==> config.mk <==
export PLATFORM = sky130hd
export DESIGN_NAME = tic_threshold_cfg
export DESIGN_NICKNAME = d
export VERILOG_FILES = /design/src/verilog/tic_pkg.sv /design/src/verilog/tic_reg_if.sv /design/src/verilog/tic_spi_slave.sv /design/src/verilog/tic_threshold_cfg.sv
export SDC_FILE = /design/constraint.sdc
export NUM_CORES = 1
export LEC_CHECK = 0
export ABC_AREA = 1
export BUFFER_PORTS_ARGS = -buffer_cell sky130_fd_sc_hd__buf_2
export CAP_MARGIN = 30
export CORE_UTILIZATION = 50
export DETAILED_ROUTE_END_ITERATION = 10
export GPL_TIMING_DRIVEN = 1
export HOLD_SLACK_MARGIN = 0.03
export PLACE_DENSITY_LB_ADDON = 0.15
export SETUP_SLACK_MARGIN = 0.02
export SYNTH_ARGS = -nofsm -noshare
export SYNTH_HDL_FRONTEND = slang
export SYNTH_SLANG_ARGS = --single-unit
==> constraint.sdc <==
create_clock -name core_clk -period 2 [get_ports core_clk]
set_input_delay 0.3 -clock core_clk [delete_from_list [all_inputs] [get_ports core_clk]]
set_output_delay 0.3 -clock core_clk [all_outputs]
set_load 0.005 [all_outputs]
==> src/verilog/tic_pkg.sv <==
// Constants for the threshold and interrupt configuration bank.
// Assumes one core clock; all pins are resynchronised before use.
package tic_pkg;
  localparam int ADDR_W = 7;
  localparam int DATA_W = 8;
  localparam int RES_W  = 16;
  localparam int FUNC_W = 6;
  localparam int BCNT_W = 3;

  // Register addresses
  localparam logic [ADDR_W-1:0] ADDR_RP_UPPER_LO = 7'h06;
  localparam logic [ADDR_W-1:0] ADDR_RP_UPPER_HI = 7'h07;
  localparam logic [ADDR_W-1:0] ADDR_RP_LOWER_LO = 7'h08;
  localparam logic [ADDR_W-1:0] ADDR_RP_LOWER_HI = 7'h09;
  localparam logic [ADDR_W-1:0] ADDR_ISEL        = 7'h0a;
  localparam logic [ADDR_W-1:0] ADDR_FMODE       = 7'h0b;
  localparam logic [ADDR_W-1:0] ADDR_ONE         = 7'h01;

  // Reset values
  localparam logic [DATA_W-1:0] THR_RST   = 8'h00;
  localparam logic [DATA_W-1:0] ISEL_RST  = 8'h00;
  localparam logic [DATA_W-1:0] FMODE_RST = 8'h01;
  localparam logic [DATA_W-1:0] RD_NONE   = 8'h00;

  // Field positions
  localparam int ISEL_SDO_BIT  = 7;
  localparam int ISEL_FUNC_MSB = 5;
  localparam int SPI_RW_BIT    = 7;
  localparam logic [BCNT_W-1:0] BCNT_LAST = 3'h7;
  localparam logic [BCNT_W-1:0] BCNT_ONE  = 3'h1;
  localparam logic [BCNT_W-1:0] BCNT_ZERO = 3'h0;

  // Interrupt function codes, one-hot except FN_NONE
  localparam logic [FUNC_W-1:0] FN_NONE     = 6'h00;
  localparam logic [FUNC_W-1:0] FN_LHR_RDY  = 6'h20;
  localparam logic [FUNC_W-1:0] FN_L_HYST   = 6'h10;
  localparam logic [FUNC_W-1:0] FN_L_LATCH  = 6'h08;
  localparam logic [FUNC_W-1:0] FN_RPL_RDY  = 6'h04;
  localparam logic [FUNC_W-1:0] FN_RP_HYST  = 6'h02;
  localparam logic [FUNC_W-1:0] FN_RP_LATCH = 6'h01;

  typedef enum logic [1:0] {SPI_IDLE, SPI_ADDR, SPI_DATA} tic_spi_state_t;
endpackage : tic_pkg

==> src/verilog/tic_reg_if.sv <==
// Register access carrier between the serial slave and the register bank.
// Assumes both ends run on the same core clock.
`timescale 1ns/1ps
`default_nettype none
interface tic_reg_if;
  import tic_pkg::*;
  logic              wr_en;
  logic [ADDR_W-1:0] wr_addr;
  logic [DATA_W-1:0] wr_data;
  logic [ADDR_W-1:0] rd_addr;
  logic [DATA_W-1:0] rd_data;
  logic              active;
  logic              sdo;

  modport spi  (output wr_en, wr_addr, wr_data, rd_addr, active, sdo, input rd_data);
  modport regs (input wr_en, wr_addr, wr_data, rd_addr, active, sdo, output rd_data);
endinterface : tic_reg_if
`default_nettype wire

==> src/verilog/tic_spi_slave.sv <==
// Serial slave, mode 0: address byte (read flag in the top bit), then data bytes.
// Assumes the serial clock is far slower than the core clock; pins are synchronised here.
`timescale 1ns/1ps
`default_nettype none
module tic_spi_slave
  import tic_pkg::*;
(
  // Clock and reset
  input  wire logic core_clk,
  input  wire logic nrst,
  // Serial pins
  input  wire logic spi_sck,
  input  wire logic spi_cs_n,
  input  wire logic spi_sdi,
  // Register side
  tic_reg_if.spi    bus
);
  logic [2:0]        sck_sync;
  logic [1:0]        cs_n_sync;
  logic [1:0]        sdi_sync;
  tic_spi_state_t    state,    next_state;
  logic [BCNT_W-1:0] bcnt,     next_bcnt;
  logic [DATA_W-1:0] shift,    next_shift;
  logic [DATA_W-1:0] txbuf,    next_txbuf;
  logic              is_read,  next_is_read;
  logic [ADDR_W-1:0] addr,     next_addr;
  logic              sdo,      next_sdo;
  logic              wr_en,    next_wr_en;
  logic [ADDR_W-1:0] wr_addr,  next_wr_addr;
  logic [DATA_W-1:0] wr_data,  next_wr_data;
  logic              rise;
  logic              fall;
  logic [DATA_W-1:0] byte_in;

  // Edges are taken only from the second and third stages
  assign rise    = sck_sync[1] & ~sck_sync[2];
  assign fall    = ~sck_sync[1] & sck_sync[2];
  assign byte_in = {shift[DATA_W-2:0], sdi_sync[1]};

  always_comb
  begin
    next_state   = state;
    next_bcnt    = bcnt;
    next_shift   = shift;
    next_txbuf   = txbuf;
    next_is_read = is_read;
    next_addr    = addr;
    next_sdo     = sdo;
    next_wr_en   = 1'b0;
    next_wr_addr = wr_addr;
    next_wr_data = wr_data;
    if (cs_n_sync[1])
    begin
      next_state = SPI_IDLE;
      next_bcnt  = BCNT_ZERO;
    end
    else
    begin
      case (state)
        SPI_IDLE:
          next_state = SPI_ADDR;
        SPI_ADDR:
          if (rise)
          begin
            next_shift = byte_in;
            next_bcnt  = bcnt + BCNT_ONE;
            if (bcnt == BCNT_LAST)
            begin
              next_is_read = byte_in[SPI_RW_BIT];
              next_addr    = byte_in[ADDR_W-1:0];
              next_state   = SPI_DATA;
            end
          end
        SPI_DATA:
          if (rise)
          begin
            next_shift = byte_in;
            next_bcnt  = bcnt + BCNT_ONE;
            if (bcnt == BCNT_LAST)
            begin
              // Bursts run on to the next address, both directions
              next_wr_en   = ~is_read;
              next_wr_addr = addr;
              next_wr_data = byte_in;
              next_addr    = addr + ADDR_ONE;
            end
          end
          else if (fall)
          begin
            if (bcnt == BCNT_ZERO)
            begin
              next_sdo   = bus.rd_data[DATA_W-1];
              next_txbuf = {bus.rd_data[DATA_W-2:0], 1'b0};
            end
            else
            begin
              next_sdo   = txbuf[DATA_W-1];
              next_txbuf = {txbuf[DATA_W-2:0], 1'b0};
            end
          end
        default:
          next_state = SPI_IDLE;
      endcase
    end
  end

  always_ff @(posedge core_clk or negedge nrst)
  begin
    if (!nrst)
    begin
      sck_sync  <= 3'h0;
      cs_n_sync <= 2'h3;
      sdi_sync  <= 2'h0;
      state     <= SPI_IDLE;
      bcnt      <= BCNT_ZERO;
      shift     <= RD_NONE;
      txbuf     <= RD_NONE;
      is_read   <= 1'b0;
      addr      <= '0;
      sdo       <= 1'b0;
      wr_en     <= 1'b0;
      wr_addr   <= '0;
      wr_data   <= RD_NONE;
    end
    else
    begin
      sck_sync  <= {sck_sync[1:0], spi_sck};
      cs_n_sync <= {cs_n_sync[0], spi_cs_n};
      sdi_sync  <= {sdi_sync[0], spi_sdi};
      state     <= next_state;
      bcnt      <= next_bcnt;
      shift     <= next_shift;
      txbuf     <= next_txbuf;
      is_read   <= next_is_read;
      addr      <= next_addr;
      sdo       <= next_sdo;
      wr_en     <= next_wr_en;
      wr_addr   <= next_wr_addr;
      wr_data   <= next_wr_data;
    end
  end

  assign bus.wr_en   = wr_en;
  assign bus.wr_addr = wr_addr;
  assign bus.wr_data = wr_data;
  assign bus.rd_addr = addr;
  assign bus.active  = ~cs_n_sync[1];
  assign bus.sdo     = sdo;
endmodule : tic_spi_slave
`default_nettype wire

==> src/verilog/tic_threshold_cfg.sv <==
// Contract
// - Threshold and interrupt-select writes are taken in any functional mode.
// - Upper resistance threshold is byte 0x07 high, byte 0x06 low.
// - Lower resistance threshold is byte 0x09 times 256 plus byte 0x08.
// - Low flag sets when resistance result is below the lower threshold.
// - Lower low byte is staged; applied when the high byte is written.
// - Four threshold bytes are read/write, eight bits, reset to 0x00.
// - Select bit 7 set routes interrupt to data-out; clear leaves pin alone.
// - Codes 0x20 and 0x04 report data ready; 0x00 gives no interrupt.
// - Code 0x10 inductance hysteresis; code 0x08 inductance upper latching.
// - Code 0x02 resistance hysteresis; code 0x01 resistance upper latching.
// - Functional-mode register at 0x0b resets to 0x01, writable any time.
// - High flag sets when resistance result exceeds the upper threshold.
// - Upper low byte is staged; applied when the high byte is written.
// - Inductance high flag sets when result exceeds its upper threshold.
//
// Register bank behind the serial port, threshold compare and interrupt select.
// Assumes conversion results and strobes come from the core on the same clock.
`timescale 1ns/1ps
`default_nettype none
module tic_threshold_cfg
  import tic_pkg::*;
(
  // Clock and reset
  input  wire logic              core_clk,
  input  wire logic              nrst,
  // Serial pins
  input  wire logic              spi_sck,
  input  wire logic              spi_cs_n,
  input  wire logic              spi_sdi,
  output logic                   sdo_out,
  output logic                   sdo_oe_n,
  // Interrupt pin
  output logic                   irq_out_n,
  // Conversion core
  input  wire logic              rp_valid,
  input  wire logic [RES_W-1:0]  resistance_result,
  input  wire logic              l_valid,
  input  wire logic [RES_W-1:0]  inductance_result,
  input  wire logic [RES_W-1:0]  l_upper_threshold,
  input  wire logic [RES_W-1:0]  l_lower_threshold,
  input  wire logic              lhr_ready,
  // Configuration and flags to the core
  output logic [RES_W-1:0]       rp_upper_threshold,
  output logic [RES_W-1:0]       rp_lower_threshold,
  output logic [DATA_W-1:0]      functional_mode_control,
  output logic                   resistance_high_flag,
  output logic                   resistance_low_flag,
  output logic                   inductance_high_flag,
  output logic                   inductance_low_flag
);
  tic_reg_if bus ();

  tic_spi_slave u_spi (
    .core_clk (core_clk),
    .nrst     (nrst),
    .spi_sck  (spi_sck),
    .spi_cs_n (spi_cs_n),
    .spi_sdi  (spi_sdi),
    .bus      (bus)
  );

  function automatic logic wr_hit(input logic en, input logic [ADDR_W-1:0] a, input logic [ADDR_W-1:0] ref_a);
    wr_hit = en && (a == ref_a);
  endfunction : wr_hit

  logic [DATA_W-1:0] rp_upper_threshold_low_byte,  next_up_lo;
  logic [DATA_W-1:0] rp_upper_threshold_high_byte, next_up_hi;
  logic [DATA_W-1:0] rp_lower_threshold_low_byte,  next_lo_lo;
  logic [DATA_W-1:0] rp_lower_threshold_high_byte, next_lo_hi;
  logic [DATA_W-1:0] interrupt_select,             next_isel;
  logic [DATA_W-1:0] next_fmode;
  logic [RES_W-1:0]  next_rp_upper;
  logic [RES_W-1:0]  next_rp_lower;
  logic              next_rp_hi_flag, next_rp_lo_flag, next_l_hi_flag, next_l_lo_flag;
  logic              rp_hyst,  next_rp_hyst;
  logic              rp_latch, next_rp_latch;
  logic              l_hyst,   next_l_hyst;
  logic              l_latch,  next_l_latch;
  logic              next_irq_n;
  logic              next_sdo_out;
  logic              next_sdo_oe_n;
  logic              irq_on_data_out;
  logic [FUNC_W-1:0] irq_function;
  logic              rp_above, rp_below, l_above, l_below;
  logic              isel_wr;
  logic              irq_sel;

  assign irq_on_data_out = interrupt_select[ISEL_SDO_BIT];
  assign irq_function    = interrupt_select[ISEL_FUNC_MSB:0];
  assign rp_above        = rp_valid && (resistance_result > rp_upper_threshold);
  assign rp_below        = rp_valid && (resistance_result < rp_lower_threshold);
  assign l_above         = l_valid && (inductance_result > l_upper_threshold);
  assign l_below         = l_valid && (inductance_result < l_lower_threshold);
  assign isel_wr         = wr_hit(bus.wr_en, bus.wr_addr, ADDR_ISEL);

  // Register file: no mode gating, writes land while converting
  always_comb
  begin
    next_up_lo    = rp_upper_threshold_low_byte;
    next_up_hi    = rp_upper_threshold_high_byte;
    next_lo_lo    = rp_lower_threshold_low_byte;
    next_lo_hi    = rp_lower_threshold_high_byte;
    next_isel     = interrupt_select;
    next_fmode    = functional_mode_control;
    next_rp_upper = rp_upper_threshold;
    next_rp_lower = rp_lower_threshold;
    if (wr_hit(bus.wr_en, bus.wr_addr, ADDR_RP_UPPER_LO))
      next_up_lo = bus.wr_data;
    if (wr_hit(bus.wr_en, bus.wr_addr, ADDR_RP_UPPER_HI))
    begin
      next_up_hi    = bus.wr_data;
      next_rp_upper = {bus.wr_data, rp_upper_threshold_low_byte};
    end
    if (wr_hit(bus.wr_en, bus.wr_addr, ADDR_RP_LOWER_LO))
      next_lo_lo = bus.wr_data;
    if (wr_hit(bus.wr_en, bus.wr_addr, ADDR_RP_LOWER_HI))
    begin
      // Relies on the low byte having been written beforehand
      next_lo_hi    = bus.wr_data;
      next_rp_lower = {bus.wr_data, rp_lower_threshold_low_byte};
    end
    if (isel_wr)
      next_isel = bus.wr_data;
    if (wr_hit(bus.wr_en, bus.wr_addr, ADDR_FMODE))
      next_fmode = bus.wr_data;
  end

  // Read mux; staged bytes read back as written, unmapped reads give zero
  always_comb
  begin
    case (bus.rd_addr)
      ADDR_RP_UPPER_LO: bus.rd_data = rp_upper_threshold_low_byte;
      ADDR_RP_UPPER_HI: bus.rd_data = rp_upper_threshold_high_byte;
      ADDR_RP_LOWER_LO: bus.rd_data = rp_lower_threshold_low_byte;
      ADDR_RP_LOWER_HI: bus.rd_data = rp_lower_threshold_high_byte;
      ADDR_ISEL:        bus.rd_data = interrupt_select;
      ADDR_FMODE:       bus.rd_data = functional_mode_control;
      default:          bus.rd_data = RD_NONE;
    endcase
  end

  // Compare flags and interrupt state
  always_comb
  begin
    next_rp_hi_flag = rp_valid ? rp_above : resistance_high_flag;
    next_rp_lo_flag = rp_valid ? rp_below : resistance_low_flag;
    next_l_hi_flag  = l_valid ? l_above : inductance_high_flag;
    next_l_lo_flag  = l_valid ? l_below : inductance_low_flag;
    next_rp_hyst    = rp_above ? 1'b1 : (rp_below ? 1'b0 : rp_hyst);
    next_l_hyst     = l_above ? 1'b1 : (l_below ? 1'b0 : l_hyst);
    // Latch clears on a select write; a new crossing in that cycle wins
    next_rp_latch   = rp_above | (rp_latch & ~isel_wr);
    next_l_latch    = l_above | (l_latch & ~isel_wr);
    case (irq_function)
      FN_LHR_RDY:  irq_sel = lhr_ready;
      FN_RPL_RDY:  irq_sel = rp_valid;
      FN_L_HYST:   irq_sel = next_l_hyst;
      FN_L_LATCH:  irq_sel = next_l_latch;
      FN_RP_HYST:  irq_sel = next_rp_hyst;
      FN_RP_LATCH: irq_sel = next_rp_latch;
      default:     irq_sel = 1'b0;
    endcase
    next_irq_n = ~irq_sel;
    // Outside a transfer the pin carries the interrupt only when routed
    next_sdo_out  = bus.active ? bus.sdo : irq_out_n;
    next_sdo_oe_n = ~(bus.active | irq_on_data_out);
  end

  always_ff @(posedge core_clk or negedge nrst)
  begin
    if (!nrst)
    begin
      rp_upper_threshold_low_byte  <= THR_RST;
      rp_upper_threshold_high_byte <= THR_RST;
      rp_lower_threshold_low_byte  <= THR_RST;
      rp_lower_threshold_high_byte <= THR_RST;
      interrupt_select             <= ISEL_RST;
      functional_mode_control      <= FMODE_RST;
      rp_upper_threshold           <= {THR_RST, THR_RST};
      rp_lower_threshold           <= {THR_RST, THR_RST};
      resistance_high_flag         <= 1'b0;
      resistance_low_flag          <= 1'b0;
      inductance_high_flag         <= 1'b0;
      inductance_low_flag          <= 1'b0;
      rp_hyst                      <= 1'b0;
      rp_latch                     <= 1'b0;
      l_hyst                       <= 1'b0;
      l_latch                      <= 1'b0;
      irq_out_n                    <= 1'b1;
      sdo_out                      <= 1'b0;
      sdo_oe_n                     <= 1'b1;
    end
    else
    begin
      rp_upper_threshold_low_byte  <= next_up_lo;
      rp_upper_threshold_high_byte <= next_up_hi;
      rp_lower_threshold_low_byte  <= next_lo_lo;
      rp_lower_threshold_high_byte <= next_lo_hi;
      interrupt_select             <= next_isel;
      functional_mode_control      <= next_fmode;
      rp_upper_threshold           <= next_rp_upper;
      rp_lower_threshold           <= next_rp_lower;
      resistance_high_flag         <= next_rp_hi_flag;
      resistance_low_flag          <= next_rp_lo_flag;
      inductance_high_flag         <= next_l_hi_flag;
      inductance_low_flag          <= next_l_lo_flag;
      rp_hyst                      <= next_rp_hyst;
      rp_latch                     <= next_rp_latch;
      l_hyst                       <= next_l_hyst;
      l_latch                      <= next_l_latch;
      irq_out_n                    <= next_irq_n;
      sdo_out                      <= next_sdo_out;
      sdo_oe_n                     <= next_sdo_oe_n;
    end
  end
endmodule : tic_threshold_cfg
`default_nettype wire

==> flow_summary.ini <==
[setup_path]
required_ns = 2.34
path_class = reg -> reg
crit_path_max_fanout = 8
worstSetupStartpointType = flop
endpoint_kind = flop
worstPathArrival_ns = 2.13

[place]
dp_hpwl_um = 13300
placed_area_um2 = 7880
gp_routability_congestion = 0.884
io_buffers = 118

[sta]
hold_violations = 0
period_minus_slack_ns = 1.79
max-slew-margin-rel_pct = 61.7
worst_slew_pin_slew_ns = 0.573
setup_tns_ns = 0
period_share_pct = 89.4
rsz0062_at_grt = false
fin_skew_ns = 0.00415
timing.fmax_ghz = 0.559
drv_slew = 0
setup_viol = 0

[detailed_routing]
wirelength_um = 17300
via_count = 6115
detail-route-antenna-nets = 0
dr.pass1.iters = 5
drc = 0
routed_via_density = 5.17
wire_per_inst_um = 14.6
drt_iter0_drc = 343

[die]
die_area_um2 = 14400
ios = 119
fp.dieW_um = 120
start_util_pct = 51.9
rows = 42
core_area_um2 = 13500
die_h_um = 120

[power]
p_leak_uw = 0.00440
p_per_area_nw_per_um2 = 882
irDropWorstVdd_mv = 0.722

[layout]
postLayoutCellArea_um2 = 8580
layout-drive-gt1-share_pct = 18.3
nFillCells = 1188
nNetsFinal = 1139
syn2layout_area_growth_pct = 22.8
multi_input_comb_area_um2 = 3220
antenna_cells = 0
regArea_um2 = 3160

[synth]
synth_edf_count = 0
synthTopCellsByArea = dfrtp_1 (43%), ha_1 (13%), nand2_1 (11%), o21ai_0 (8.2%), inv_1 (7.7%)
synthAdderAreaFrac_pct = 13.1
yosysWarnings = 0
ys.flop_type = dfrtp_1
synth-compound-area-share_pct = 14.2
synthCells = 854
synth_area_um2 = 6980
ys_types = 31
yosys.area.top_type_share_pct = 43.4
synthMostInstantiatedCell = nand2_1
synth_mux_area_share_pct = 0.322
synthTopCellsByCount = nand2_1 (211), inv_1 (143), dfrtp_1 (121)
synthXorXnorAreaFrac_pct = 0.251
synthArstFlopShare_pct = 100
synthSimpleGateAreaFrac_pct = 18.2
synth_top_family_by_area = simple AND/OR/NAND/NOR gates
yosys.area.top_type = dfrtp_1
synth_nets = 999
yosys_register_bits = 126
yosysSeqAreaShare_pct = 45.2
synth_area_per_cell_um2 = 8.18

[min_path]
min_path_type = in -> reg

[clock_tree]
tritoncts = built
clk_pin_slew_ns = 0.05
cts_max_level = 4
cts_made_buffers = 17
cts_buffer_depth = 2
cts_num_sinks = 126
insertion_delay_ns = 0.42
cts-root-buf = clkbuf_16

[global_routing]
top_usage_layer = met2
grt_pass1_wl_um = 28400
grt_use_met1_pct = 34.2
grt_overflow = 0
grt_pass1_vias = 5806
grt_antenna_before_repair = 0
grt_max_degree = 33
grtUsageMet3_pct = 5.19
grt_usage_pct = 25.8
grt_util_met2_pct = 41.5

[outcome]
status = complete, no violations

[flow_run]
drv_cap = 0
[path summary, 6_finish.rpt]
check                                     startpoint                   end  slack, ns  cells after the start
worst max-delay path            u_spi.bus.rd_addr[0]        u_spi.txbuf[1]       0.21                     10
worst min-delay path                         l_valid  inductance_high_flag       0.16                      4
worst max register to register  u_spi.bus.rd_addr[0]        u_spi.txbuf[1]       0.21                     10
worst min register to register     u_spi.sck_sync[0]     u_spi.sck_sync[1]       0.35                      0
max in group asynchronous                       nrst              sdo_oe_n       0.98                      3
min in group asynchronous                       nrst   inductance_low_flag       0.38                      2
[layout make-up]
class | instances | share of cell area [%]
timing repair buffer | 136 | 9.04
sequential | 126 | 36.8
tap | 176 | 2.57
inverter | 146 | 6.39
clock buffer | 22 | 5.53
clock inverter | 10 | 2.13
multi-input combinational | 567 | 37.5
[cells in the final DEF (no fill, tap or decap), types with 4 or more instances in the layout]
cell	count
inv_1	143
clkbuf_16	17
nor2_1	44
nand4_1	9
nand3_1	19
buf_2	117
dlygate4sd3_1	4
dfstp_2	5
nand2_1	211
o21ai_0	115
ha_1	73
o221ai_1	6
dfrtp_1	121
nor3_1	5
a21oi_1	54
nand3_2	5
bufinv_16	5
a211oi_1	4
buf_4	12
[per-layer routing]
layer / part of all wire, % / wire length (µm)
met1: 46 / 7920
met2: 46 / 7970
met3: 5.6 / 969
met4: 2.6 / 447
met5: 0 / 0
[power breakdown]
group          switching, µW  internal (µW)  total [µW]
sequential               178           2760        2940
clock                   1100           2310        3410
combinational            779            441        1220
[registers in the layout, indices dropped and copies added, names as in the netlist, 2 cells and up]
register                     cells
u_spi.state                      2
rp_upper_threshold_low_byte      8
u_spi.bcnt                       3
u_spi.bus.wr_data                8
rp_upper_threshold              16
u_spi.bus.rd_addr                7
u_spi.sck_sync                   3
u_spi.shift                      7
u_spi.txbuf                      7
interrupt_select                 8
u_spi.cs_n_sync                  2
rp_lower_threshold_low_byte      8
u_spi.sdi_sync                   2
rp_lower_threshold              16
functional_mode_control          8
u_spi.bus.wr_addr                7
[cell families after synthesis]
kind of cell             after synthesis
buffers and inverters                161
AO/OA/AOI/OAI                        187
XOR/XNOR                               2
multiplexers                           2
flip-flops                           126
AND/OR/NAND/NOR                      303
adder cells (fa/ha/maj)               73
[what timing repair did]
| action | CTS | global route |
|---|---|---|
| hold endpoints to repair | 28 | 0 |
| gates resized for setup | 0 | 1 |
| hold buffers | 4 | 0 |
| setup buffers | 0 | 0 |
| endpoints found under the setup margin | 0 | 2 |
[stage by stage]
| stage | total power, µW | util, % | std cells | setup WS, ns | hold slack (ns) |
|---|---|---|---|---|---|
| finish | 7570 | 63.8 | 1183 | 0.213 | 0.164 |
| global route | 7920 | 63.8 | 1183 | 0.0483 | 0.198 |
| CTS | 7600 | 63.7 | 1183 | 0.233 | 0.155 |
| detailed placement | 4190 | 58.6 | 1147 | 0.167 | 0.274 |
| global placement | 4160 | 58.6 | 1147 | 0.205 | 0.270 |
| floorplan | 3740 | - | 854 | 0.486 | 0.00441 |
[worst max-delay path: stages, from the launching register on]
cell and delay, ns:
dfrtp_1 0.42, inv_1 0.15, ha_1 0.20, nand3_1 0.10
nor2_2 0.32, nand2_1 0.09, o21ai_0 0.13, a21oi_1 0.09
nand2_1 0.08, nand3_1 0.06, o21ai_0 0.08
Note: power is estimated with default switching activity, not from simulation.
